===== config.mk =====
export PLATFORM = sky130hd
export DESIGN_NAME = clock_reset_power_supervisor
export DESIGN_NICKNAME = d
export VERILOG_FILES = /design/src/clk_sup_pkg.sv /design/src/timer_if.sv /design/src/clock_reset_power_supervisor.sv /design/src/interval_timer.sv
export SDC_FILE = /design/constraint.sdc
export NUM_CORES = 1
export LEC_CHECK = 0
export BUFFER_PORTS_ARGS = -buffer_cell sky130_fd_sc_hd__buf_2
export CORE_MARGIN = 4
export CORE_UTILIZATION = 50
export DETAILED_ROUTE_END_ITERATION = 8
export HOLD_SLACK_MARGIN = 0.1
export PLACE_DENSITY_LB_ADDON = 0.15
export SYNTH_ARGS = -nofsm -noshare
export SYNTH_HDL_FRONTEND = slang
export SYNTH_SLANG_ARGS = --single-unit

===== constraint.sdc =====
create_clock -name core_clk -period 2.7 [get_ports core_clk]
set_input_delay 0.135 -clock core_clk [delete_from_list [all_inputs] [get_ports core_clk]]
set_output_delay 0.135 -clock core_clk [all_outputs]
set_load 0.02 [all_outputs]

===== src/clk_sup_pkg.sv =====
// constants and types shared by the clock, reset and power supervisor
package clk_sup_pkg;

   // ************************************************************
   // clock rate and timing
   // ************************************************************
   localparam int unsigned CLK_MHZ       = 50;
   localparam int unsigned POWER_UP_DELAY_TIMER_TIME_US  = 64;    // power-up settle delay
   localparam int unsigned POWER_UP_DELAY_TIMER_CYCLES   = POWER_UP_DELAY_TIMER_TIME_US * CLK_MHZ;
   localparam int unsigned OST_TICKS     = 1024;  // primary oscillator edges
   localparam int unsigned WDT_TICKS     = 512;   // watchdog oscillator ticks
   localparam int unsigned FAIL_TIME_NS  = 2000;  // longest gap between primary edges
   localparam int unsigned FAIL_CYCLES   = (FAIL_TIME_NS * CLK_MHZ) / 1000;
   localparam int unsigned TMR_W         = 24;

   // ************************************************************
   // clock source codes
   // ************************************************************
   localparam logic [2:0] SRC_FRC     = 3'h0;
   localparam logic [2:0] SRC_FRC_PLL = 3'h1;
   localparam logic [2:0] SRC_PRI     = 3'h2;
   localparam logic [2:0] SRC_PRI_PLL = 3'h3;
   localparam int unsigned SRC_PLL_BIT = 0;  // code uses the pll
   localparam int unsigned SRC_PRI_BIT = 1;  // code uses the primary oscillator
   localparam int unsigned SRC_RSV_BIT = 2;  // set in every reserved code

   // ************************************************************
   // register offsets and fields
   // ************************************************************
   localparam logic [7:0] ADDR_CCR  = 8'h00;  // clock_control_register
   localparam logic [7:0] ADDR_PWR  = 8'h04;  // watchdog enable and postscaler
   localparam logic [7:0] ADDR_STAT = 8'h08;  // sticky event status
   localparam logic [7:0] ADDR_MASK = 8'h0c;  // interrupt mask
   localparam logic [7:0] ADDR_RST  = 8'h10;  // reset cause
   localparam int unsigned CUR_LSB   = 12;
   localparam int unsigned NEW_LSB   = 8;
   localparam int unsigned LOCK_BIT  = 7;
   localparam int unsigned PLL_BIT   = 5;
   localparam int unsigned CF_BIT    = 3;
   localparam int unsigned OSWEN_BIT = 0;
   localparam int unsigned WDT_EN_BIT = 0;
   localparam int unsigned PS_LSB    = 1;
   localparam int unsigned EV_FAIL   = 0;
   localparam int unsigned EV_SWITCH = 1;
   localparam int unsigned EV_WAKE   = 2;
   localparam int unsigned NUM_EV    = 3;
   localparam logic [2:0] RCAUSE_POR = 3'h1;  // bit0 por, bit1 external, bit2 watchdog
   localparam logic [2:0] RCAUSE_EXT = 3'h2;
   localparam logic [2:0] RCAUSE_WDT = 3'h4;
   localparam logic [1:0] RESP_OKAY   = 2'h0;
   localparam logic [1:0] RESP_SLVERR = 2'h2;

   // ************************************************************
   // state machines
   // ************************************************************
   typedef enum logic [1:0] {PM_RUN, PM_IDLE, PM_SLEEP} pm_t;
   typedef enum logic {SW_IDLE, SW_WAIT} sw_t;

endpackage


===== src/timer_if.sv =====
// link between the supervisor and one of its interval timers
`timescale 1ns/1ns
`default_nettype none
interface timer_if;
   logic clr;
   logic tick;
   logic expired;
   modport ctrl (output clr, output tick, input expired);
   modport tmr  (input clr, input tick, output expired);
endinterface
`default_nettype wire


===== src/clock_reset_power_supervisor.sv =====
// clock source selection, reset delay, watchdog and power mode supervisor
`timescale 1ns/1ns
`default_nettype none
module clock_reset_power_supervisor
   import clk_sup_pkg::*;
(
   input  wire logic       core_clk,
   input  wire logic       reset_n,
   input  wire logic [2:0] clock_select_fuses,
   input  wire logic       wdt_fuse_on,
   input  wire logic       ext_reset_req,
   input  wire logic       primary_osc_tick,
   input  wire logic       primary_ready,
   input  wire logic       pll_locked,
   input  wire logic       low_power_rc_clock_tick,
   input  wire logic       wdt_clear,
   input  wire logic       sleep_req,
   input  wire logic       idle_req,
   input  wire logic       irq_pending,
   input  wire logic [7:0] awaddr,
   input  wire logic       awvalid,
   output logic            awready,
   input  wire logic [31:0] wdata,
   input  wire logic [3:0] wstrb,
   input  wire logic       wvalid,
   output logic            wready,
   output logic [1:0]      bresp,
   output logic            bvalid,
   input  wire logic       bready,
   input  wire logic [7:0] araddr,
   input  wire logic       arvalid,
   output logic            arready,
   output logic [31:0]     rdata,
   output logic [1:0]      rresp,
   output logic            rvalid,
   input  wire logic       rready,
   output logic            sys_reset_n,
   output logic            cpu_clk_en,
   output logic            periph_clk_en,
   output logic [2:0]      sys_clk_sel,
   output logic            primary_osc_en,
   output logic            frc_osc_en,
   output logic            low_power_rc_clock_en,
   output logic            irq
);

   // ************************************************************
   // state
   // ************************************************************
   typedef struct packed {
      logic              aw_got;
      logic [7:0]        aw_addr;
      logic              w_got;
      logic [31:0]       w_data;
      logic [3:0]        w_strb;
      logic              awready;
      logic              wready;
      logic              bvalid;
      logic [1:0]        bresp;
      logic              arready;
      logic              rvalid;
      logic [31:0]       rdata;
      logic [1:0]        rresp;
      logic              fuses_taken;
      logic [2:0]        cur;
      logic [2:0]        nsrc;
      logic              lock;
      logic              cf;
      logic              oswen;
      logic              pll_ok;
      sw_t               sw;
      pm_t               pm;
      logic              wdt_sw_en;
      logic [2:0]        ps_div;
      logic [6:0]        ps_cnt;
      logic [NUM_EV-1:0] stat;
      logic [NUM_EV-1:0] mask;
      logic [2:0]        rcause;
      logic              irq;
      logic              por_hold;
      logic              ost_hold;
      logic              sys_rst_n;
      logic              cpu_en;
      logic              per_en;
      logic              pri_en;
      logic              frc_en;
      logic              low_power_rc_clock_en;
   } st_t;

   st_t st, n;

   timer_if power_up_delay_timer_if ();
   timer_if ost_if ();
   timer_if wdt_if ();
   timer_if fail_if ();

   logic wdt_on;
   logic fail_evt;
   logic wdt_evt;
   logic sw_ready;

   // ************************************************************
   // timers
   // ************************************************************
   interval_timer #(.LIMIT(TMR_W'(POWER_UP_DELAY_TIMER_CYCLES))) power_up_delay_timer_u (
      .core_clk (core_clk),
      .reset_n  (reset_n),
      .t        (power_up_delay_timer_if)
   );
   interval_timer #(.LIMIT(TMR_W'(OST_TICKS))) ost_u (
      .core_clk (core_clk),
      .reset_n  (reset_n),
      .t        (ost_if)
   );
   interval_timer #(.LIMIT(TMR_W'(WDT_TICKS))) wdt_u (
      .core_clk (core_clk),
      .reset_n  (reset_n),
      .t        (wdt_if)
   );
   interval_timer #(.LIMIT(TMR_W'(FAIL_CYCLES))) fail_u (
      .core_clk (core_clk),
      .reset_n  (reset_n),
      .t        (fail_if)
   );

   // timer controls: power-up delay runs only while the por hold is pending
   assign wdt_on       = wdt_fuse_on | st.wdt_sw_en;
   assign power_up_delay_timer_if.tick = 1'h1;
   assign power_up_delay_timer_if.clr  = !st.por_hold;
   assign ost_if.tick  = primary_osc_tick;
   assign ost_if.clr   = !st.ost_hold;
   assign wdt_if.tick  = low_power_rc_clock_tick;
   assign wdt_if.clr   = !wdt_on || wdt_clear || !st.sys_rst_n || wdt_if.expired ||
                         (st.pm == PM_RUN && sleep_req);
   assign fail_if.tick = 1'h1;
   assign fail_if.clr  = primary_osc_tick || !st.cur[SRC_PRI_BIT] || st.pm == PM_SLEEP ||
                         !st.fuses_taken;

   // event qualifiers
   assign fail_evt = fail_if.expired && st.cur[SRC_PRI_BIT] && st.pm != PM_SLEEP;
   assign wdt_evt  = wdt_on && wdt_if.expired;
   assign sw_ready = (!st.nsrc[SRC_PRI_BIT] || primary_ready) &&
                     (!st.nsrc[SRC_PLL_BIT] || pll_locked);

   // ************************************************************
   // next state
   // ************************************************************
   always_comb begin
      logic              wr_go;
      logic [31:0]       wm;
      logic [31:0]       wd;
      logic              sw_req;
      logic [NUM_EV-1:0] ev;
      logic [6:0]        div_mask;
      logic              ps_tick;
      n        = st;
      wr_go    = st.aw_got && st.w_got && !st.bvalid;
      wm       = {{8{st.w_strb[3]}}, {8{st.w_strb[2]}}, {8{st.w_strb[1]}}, {8{st.w_strb[0]}}};
      wd       = st.w_data & wm;
      sw_req   = 1'h0;
      ev       = '0;
      div_mask = 7'((8'h01 << st.ps_div) - 8'h01);
      ps_tick  = (st.ps_cnt & div_mask) == 7'h00;

      // power-on source comes from the fuses, reserved codes fall back to fast rc
      if (!st.fuses_taken) begin
         n.fuses_taken = 1'h1;
         n.cur  = clock_select_fuses[SRC_RSV_BIT] ? SRC_FRC : clock_select_fuses;
         n.nsrc = n.cur;
      end

      // bus channels: address and data taken in either order
      if (awvalid && st.awready) begin
         n.aw_got  = 1'h1;
         n.aw_addr = awaddr;
      end
      if (wvalid && st.wready) begin
         n.w_got  = 1'h1;
         n.w_data = wdata;
         n.w_strb = wstrb;
      end
      if (st.bvalid && bready) begin
         n.bvalid = 1'h0;
      end

      // register writes
      if (wr_go) begin
         n.aw_got = 1'h0;
         n.w_got  = 1'h0;
         n.bvalid = 1'h1;
         n.bresp  = RESP_OKAY;
         case (st.aw_addr)
            ADDR_CCR: begin
               if (!st.lock && st.sw == SW_IDLE && st.fuses_taken) begin
                  if (st.w_strb[1]) begin
                     n.nsrc = st.w_data[NEW_LSB +: 3];
                  end
                  sw_req = st.w_strb[0] && st.w_data[OSWEN_BIT];
               end
               if (wd[LOCK_BIT]) begin
                  n.lock = 1'h1;
               end
               if (wd[CF_BIT]) begin
                  n.cf = 1'h0;
               end
            end
            ADDR_PWR: begin
               if (st.w_strb[0]) begin
                  n.wdt_sw_en = st.w_data[WDT_EN_BIT];
                  n.ps_div    = st.w_data[PS_LSB +: 3];
               end
            end
            ADDR_STAT: n.stat   = st.stat & ~wd[NUM_EV-1:0];
            ADDR_MASK: begin
               if (st.w_strb[0]) begin
                  n.mask = st.w_data[NUM_EV-1:0];
               end
            end
            ADDR_RST:  n.rcause = st.rcause & ~wd[2:0];
            default:   n.bresp  = RESP_SLVERR;
         endcase
      end
      n.awready = !n.aw_got && !n.bvalid;
      n.wready  = !n.w_got && !n.bvalid;

      // register reads
      if (st.rvalid && rready) begin
         n.rvalid  = 1'h0;
         n.arready = 1'h1;
      end
      if (arvalid && st.arready) begin
         n.arready = 1'h0;
         n.rvalid  = 1'h1;
         n.rresp   = RESP_OKAY;
         n.rdata   = 32'h00000000;
         case (araddr)
            ADDR_CCR: begin
               n.rdata[CUR_LSB +: 3] = st.cur;
               n.rdata[NEW_LSB +: 3] = st.nsrc;
               n.rdata[LOCK_BIT]     = st.lock;
               n.rdata[PLL_BIT]      = st.pll_ok;
               n.rdata[CF_BIT]       = st.cf;
               n.rdata[OSWEN_BIT]    = st.oswen;
            end
            ADDR_PWR: begin
               n.rdata[WDT_EN_BIT]  = wdt_on;
               n.rdata[PS_LSB +: 3] = st.ps_div;
            end
            ADDR_STAT: n.rdata[NUM_EV-1:0] = st.stat;
            ADDR_MASK: n.rdata[NUM_EV-1:0] = st.mask;
            ADDR_RST:  n.rdata[2:0]        = st.rcause;
            default:   n.rresp             = RESP_SLVERR;
         endcase
      end

      // clock switch sequencer
      unique case (st.sw)
         SW_IDLE: begin
            if (sw_req) begin
               if (!n.nsrc[SRC_RSV_BIT]) begin
                  n.oswen  = 1'h1;
                  n.cf     = 1'h0;
                  n.sw     = SW_WAIT;
               end
            end
         end
         SW_WAIT: begin
            if (sw_ready) begin
               n.cur   = st.nsrc;
               n.oswen = 1'h0;
               n.sw    = SW_IDLE;
               ev[EV_SWITCH] = 1'h1;
            end
         end
      endcase

      // failure: fall back to fast rc, overrides any switch under way
      if (fail_evt) begin
         n.cur  = SRC_FRC;
         n.cf   = 1'h1;
         n.oswen = 1'h0;
         n.sw   = SW_IDLE;
         ev[EV_FAIL] = 1'h1;
      end
      n.pll_ok = pll_locked && n.cur[SRC_PLL_BIT] && n.sw == SW_IDLE;

      // power modes
      unique case (st.pm)
         PM_RUN: begin
            if (st.sys_rst_n && sleep_req) begin
               n.pm = PM_SLEEP;
            end else if (st.sys_rst_n && idle_req) begin
               n.pm = PM_IDLE;
            end
         end
         PM_IDLE: begin
            if (irq_pending || wdt_evt) begin
               n.pm = PM_RUN;
            end
         end
         PM_SLEEP: begin
            if (irq_pending) begin
               n.pm = PM_RUN;
            end else if (wdt_evt) begin
               n.pm = PM_RUN;
               ev[EV_WAKE] = 1'h1;
            end
         end
      endcase

      // reset holding: por delay once, start-up delay on every reset while the primary oscillator is current
      if (st.por_hold && power_up_delay_timer_if.expired) begin
         n.por_hold = 1'h0;
      end
      if (st.ost_hold && st.fuses_taken && (ost_if.expired || !st.cur[SRC_PRI_BIT])) begin
         n.ost_hold = 1'h0;
      end
      if (ext_reset_req || (wdt_evt && st.pm == PM_RUN && st.sys_rst_n)) begin
         n.ost_hold = 1'h1;
         n.pm       = PM_RUN;
         n.lock     = 1'h0;
         n.sw       = SW_IDLE;
         n.oswen    = 1'h0;
         n.rcause   = n.rcause | (ext_reset_req ? RCAUSE_EXT : RCAUSE_WDT);
      end
      n.sys_rst_n = !n.por_hold && !n.ost_hold && !ext_reset_req;

      // status and interrupt, set wins over clear
      n.stat = n.stat | ev;
      n.irq  = |(n.stat & n.mask);

      // postscaler and clock gates
      n.ps_cnt  = st.ps_cnt + 7'h01;
      n.per_en  = n.pm != PM_SLEEP && n.sys_rst_n && ps_tick;
      n.cpu_en  = n.pm == PM_RUN && n.sys_rst_n && ps_tick;
      n.frc_en  = n.pm != PM_SLEEP;
      n.pri_en  = n.pm != PM_SLEEP && (n.cur[SRC_PRI_BIT] || n.nsrc[SRC_PRI_BIT]);
      n.low_power_rc_clock_en = wdt_fuse_on || n.wdt_sw_en;
   end

   // ************************************************************
   // registers
   // ************************************************************
   always_ff @(posedge core_clk or negedge reset_n) begin
      if (!reset_n) begin
         st          <= '0;
         st.awready  <= 1'h1;
         st.wready   <= 1'h1;
         st.arready  <= 1'h1;
         st.por_hold <= 1'h1;
         st.ost_hold <= 1'h1;
         st.rcause   <= RCAUSE_POR;
      end else begin
         st <= n;
      end
   end

   // outputs straight from the state flops
   assign awready        = st.awready;
   assign wready         = st.wready;
   assign bvalid         = st.bvalid;
   assign bresp          = st.bresp;
   assign arready        = st.arready;
   assign rvalid         = st.rvalid;
   assign rdata          = st.rdata;
   assign rresp          = st.rresp;
   assign sys_reset_n    = st.sys_rst_n;
   assign cpu_clk_en     = st.cpu_en;
   assign periph_clk_en  = st.per_en;
   assign sys_clk_sel    = st.cur;
   assign primary_osc_en = st.pri_en;
   assign frc_osc_en     = st.frc_en;
   assign low_power_rc_clock_en        = st.low_power_rc_clock_en;
   assign irq            = st.irq;
endmodule
`default_nettype wire


===== src/interval_timer.sv =====
// interval timer counting tick enables up to a fixed limit
`timescale 1ns/1ns
`default_nettype none
module interval_timer
   import clk_sup_pkg::*;
#(
   parameter logic [TMR_W-1:0] LIMIT = 24'h000001
) (
   input  wire logic core_clk,
   input  wire logic reset_n,
   timer_if.tmr      t
);
   typedef struct packed {
      logic [TMR_W-1:0] cnt;
      logic             expired;
   } tmr_t;

   tmr_t st, n;

   // count ticks, flag the limit, restart on clear
   always_comb begin
      n = st;
      if (t.clr) begin
         n = '0;
      end else if (t.tick && !st.expired) begin
         n.cnt     = st.cnt + 24'h000001;
         n.expired = (n.cnt == LIMIT);
      end
   end

   always_ff @(posedge core_clk or negedge reset_n) begin
      if (!reset_n) begin
         st <= '0;
      end else begin
         st <= n;
      end
   end

   assign t.expired = st.expired;
endmodule
`default_nettype wire


==> summary.txt <==
Global routing
  • Gr busiest metal: met2
  • First-pass GRT wire length: 40210 µm
  • Vias in the first global route: 7766
  • Met2 Use GR: 0.3237
  • Initial antenna violation count: 0
  • Gr usage total: 0.2047
  • Met1 global-route usage: 0.2999
  • Total grt overflow: 0
  • Grt met3 use: 0.03811
  • Largest net degree at the start of global routing: 68

Critical path
  • Critical path cell sequence: ha_1 -> nand4_1 -> or3_1 -> nor3_2 -> mux2_2 -> a41oi_1 -> o31ai_1
  • Worst EP arrival: 2.78 ns
  • WP data required: approximately 3.0 ns
  • Flop2flop setup slack: ~0.23 ns
  • Reg-to-reg critical path endpoint: fail_u.t.expired
  • CP max-delay cell: or3_1
  • Worst-path maximum fanout: 7
  • Startpoint types: flip-flop
  • Critical path class: reg -> reg
  • Max stage delay on crit path: ~0.52 ns
  • R2R cell count: 7
  • RR Startpoint: fail_u.st[1]
  • CP Capture Type: flip-flop

Layout
  • Final Util: 0.5803
  • Nets: roughly 1300
  • Multi-input logic area: about 5300 µm²
  • Layout cells sized above 1: 0.1488
  • Fillers: about 1800
  • Syn-to-layout area delta: 13.50%
  • ANT cells: 0
  • Reg area: 4562 µm²

Timing
  • Final setup fails: 0
  • Max Freq: 0.4051 GHz
  • Fin crit share: 0.9144
  • Worst Max-Slew Pin Slew: between 0.6 and 0.7 ns
  • Final setup margin: roughly 0.23 ns
  • Slew Limit Fails: 0
  • RSZ-0062 raised after global routing: false
  • Setup total negative slack: 0 ns
  • Tmin final: between 2 and 2.5 ns
  • Final clock skew: 0.01382 ns
  • Slew headroom: 0.5675
  • Min Hold Slack: roughly 0.13 ns
  • Final hold violation count: 0

Logic synthesis
  • Synth area leaders: dfrtp_1 (42%), xnor2_1 (4.2%), nor2_1 (3.3%), mux2_2 (3.0%), xor2_1 (3.0%)
  • Mux contribution to synthesized area: 0.04244
  • Synth top area share: 0.4244
  • Syn_area_per_cell: about 9.4 µm²
  • Async S/R FF share, synth: 1.000
  • Synth top cells by count: dfrtp_1 (176), nor2_1 (92), nand2_1 (77), xnor2_1 (50)
  • Post-Synth Adder-Cell Area: 0.01447
  • Synth unique cells: 76
  • Post-Synthesis Cells: between 1000 and 1500
  • Xor-xnor portion of the synthesized cell area: 0.07173
  • EDFF count, synth: 0
  • Top FF cell, synth: dfrtp_1
  • Post-Synthesis Cell Area: just over 10000 µm²
  • Sequential-to-total area share from yosys stat: 0.4395
  • Seq cells post-synth: roughly 180
  • Main combinational cell family by area after synthesis: simple AND/OR/NAND/NOR gates
  • Synth warnings: 0
  • Compound-cell area share of the yosys netlist: 0.1285
  • Dominant cell type by area after synthesis: dfrtp_1
  • Most common cell in the netlist: dfrtp_1
  • Post-Synth Simple-Gate Area: 0.2456

Min path
  • Worst hold path class: in -> reg
  • Hold path startpoint: araddr[5]
  • Hold Crit Depth: 4
  • Hold Path Sink: rresp[1]

CTS
  • Root Buffer: clkbuf_16
  • Max clock buf depth: 2
  • Total clock buffers created by CTS: 17
  • # clock sinks: approximately 180
  • H-tree depth: 4
  • Setup Buffers After CTS: 0
  • Clock latency on the worst-skew pair: about 0.44 ns
  • CTS tree: yes
  • Worst-path clk slew: 0.07 ns

Status
  • Status: finished clean

Drt
  • Post-DR wirelength/cell: approximately 16 µm
  • DR DRC count: 0
  • ANT nets after route: 0
  • Vias: roughly 8200
  • Drt pass-1 iters: 5
  • Final wirelength: roughly 23000 µm
  • Avg Vias per Cell: around 5.6
  • Initial DRC count: approximately 470

Place
  • PortBufs: 74
  • HPWL after DPL: between 15000 and 20000 µm
  • Routability cong.: roughly 0.84
  • Setup WS pre-CTS: 0.2891 ns

Floorplan
  • Area of the die: 23130 µm²
  • Die Span Y: ~150 µm
  • Core area: between 20000 and 25000 µm²
  • # IOs: 123
  • Row cnt: 52
  • Horiz. Die Dim: between 150 and 200 µm
  • Starting Density: 0.5113

Power
  • Pwr per Cell Area: 563.1 nW/µm²
  • Max VDD drop: between 0.5 and 0.6 mV
  • Leakage: between 5 and 6 nW
  • Total power: around 6.6 mW

Run
  • Total of max-cap violations: 0
==> where the power goes <==
part | switching [mW] | total (mW) | internal, mW
logic | 0.437 | 0.825 | 0.389
registers | 0.270 | 3.25 | 2.98
clock network | 1.28 | 2.56 | 1.27
==> timing repair <==
item	4_1_cts	5_1_grt
hold endpoints to repair	98	0
gates resized for setup	0	2
endpoints found under the setup margin	0	1
hold buffers	36	0
==> cell type report <==
| class | instances | area share |
|---|---|---|
| clock buffer | 17 | 0.03611 |
| timing repair buffer | 126 | 0.07403 |
| clock inverter | 15 | 0.01604 |
| sequential | 182 | 0.3873 |
| inverter | 21 | 0.006691 |
| multi-input combinational | 822 | 0.4512 |
| tap | 270 | 0.02868 |
==> how the worst max path moves through the flow <==
| stage | from | to | slack, ns | cells past startpoint |
|---|---|---|---|---|
| floorplan | fail_u.st[1] | fail_u.t.expired | 0.47 | 7 |
| global placement | fail_u.st[1] | fail_u.t.expired | 0.30 | 7 |
| detailed placement | fail_u.st[1] | fail_u.t.expired | 0.29 | 7 |
| CTS | fail_u.st[1] | fail_u.t.expired | 0.21 | 7 |
| global route | fail_u.st[1] | fail_u.t.expired | 0.03 | 7 |
| finish | fail_u.st[1] | fail_u.t.expired | 0.23 | 7 |
==> layer usage <==
| layer | vias up | share of wire |
|---|---|---|
| met5 | - | 0 |
| met4 | 0 | 0.0053 |
| met3 | 7 | 0.038 |
| met2 | 172 | 0.47 |
| met1 | 3981 | 0.49 |
| li1 | 4038 | - |
==> through the flow <==
step / instance area [µm²] / std cells
4_1_cts: 11770 / 1453
5_1_grt: 11780 / 1453
2_1_floorplan: 10460 / 1120
6_report: 11780 / 1453
3_5_place_dp: 10790 / 1385
3_3_place_gp: 10790 / 1385
==> sequential cells by signal, summed over array words and instances, names as in the netlist, 3 cells and up <==
register and count:
power_up_delay_timer_u.st 24, st 53, wdt_u.st 24, fail_u.st 24, ost_u.st 24, rdata 12
sys_clk_sel 3
==> cells by family (layout without fill, tap and decap cells) <==
kind of cell,after synthesis,count (layout)
flip-flops,182,182
buffers and inverters,116,179
other,2,23
AO/OA/AOI/OAI,191,191
multiplexers,40,40
adder cells (fa/ha/maj),12,12
AND/OR/NAND/NOR,471,471
XOR/XNOR,85,85
==> cell usage in the layout, fill, tap and decap left out, types with 15 or more instances in the layout <==
| cell type | synthesis | layout |
|---|---|---|
| and2_1 | 46 | 46 |
| nand2_1 | 77 | 77 |
| xor2_1 | 35 | 35 |
| nand4_1 | 28 | 28 |
| clkbuf_16 | 0 | 17 |
| mux2_2 | 28 | 28 |
| nor2_1 | 92 | 92 |
| nor3_1 | 47 | 46 |
| dfrtp_1 | 176 | 176 |
| conb_1 | 2 | 23 |
| nor4_1 | 18 | 17 |
| and3_1 | 24 | 24 |
| nand3_1 | 47 | 47 |
| dlygate4sd3_1 | 0 | 36 |
| a31oi_1 | 17 | 17 |
| inv_1 | 21 | 21 |
| xnor2_1 | 50 | 50 |
| buf_4 | 39 | 15 |
| o21ai_0 | 43 | 43 |
| buf_2 | 6 | 73 |
| a21oi_1 | 21 | 21 |
| a211oi_1 | 16 | 16 |
==> worst max-delay path: cells and delay by family (launching register included) <==
family	cells	cell delay, ns
simple gates	3	1.03
flops	1	0.45
compound gates	2	0.26
fa+ha+maj	1	0.25
mux	1	0.36
No activity file was read; power rests on OpenSTA's default activity.
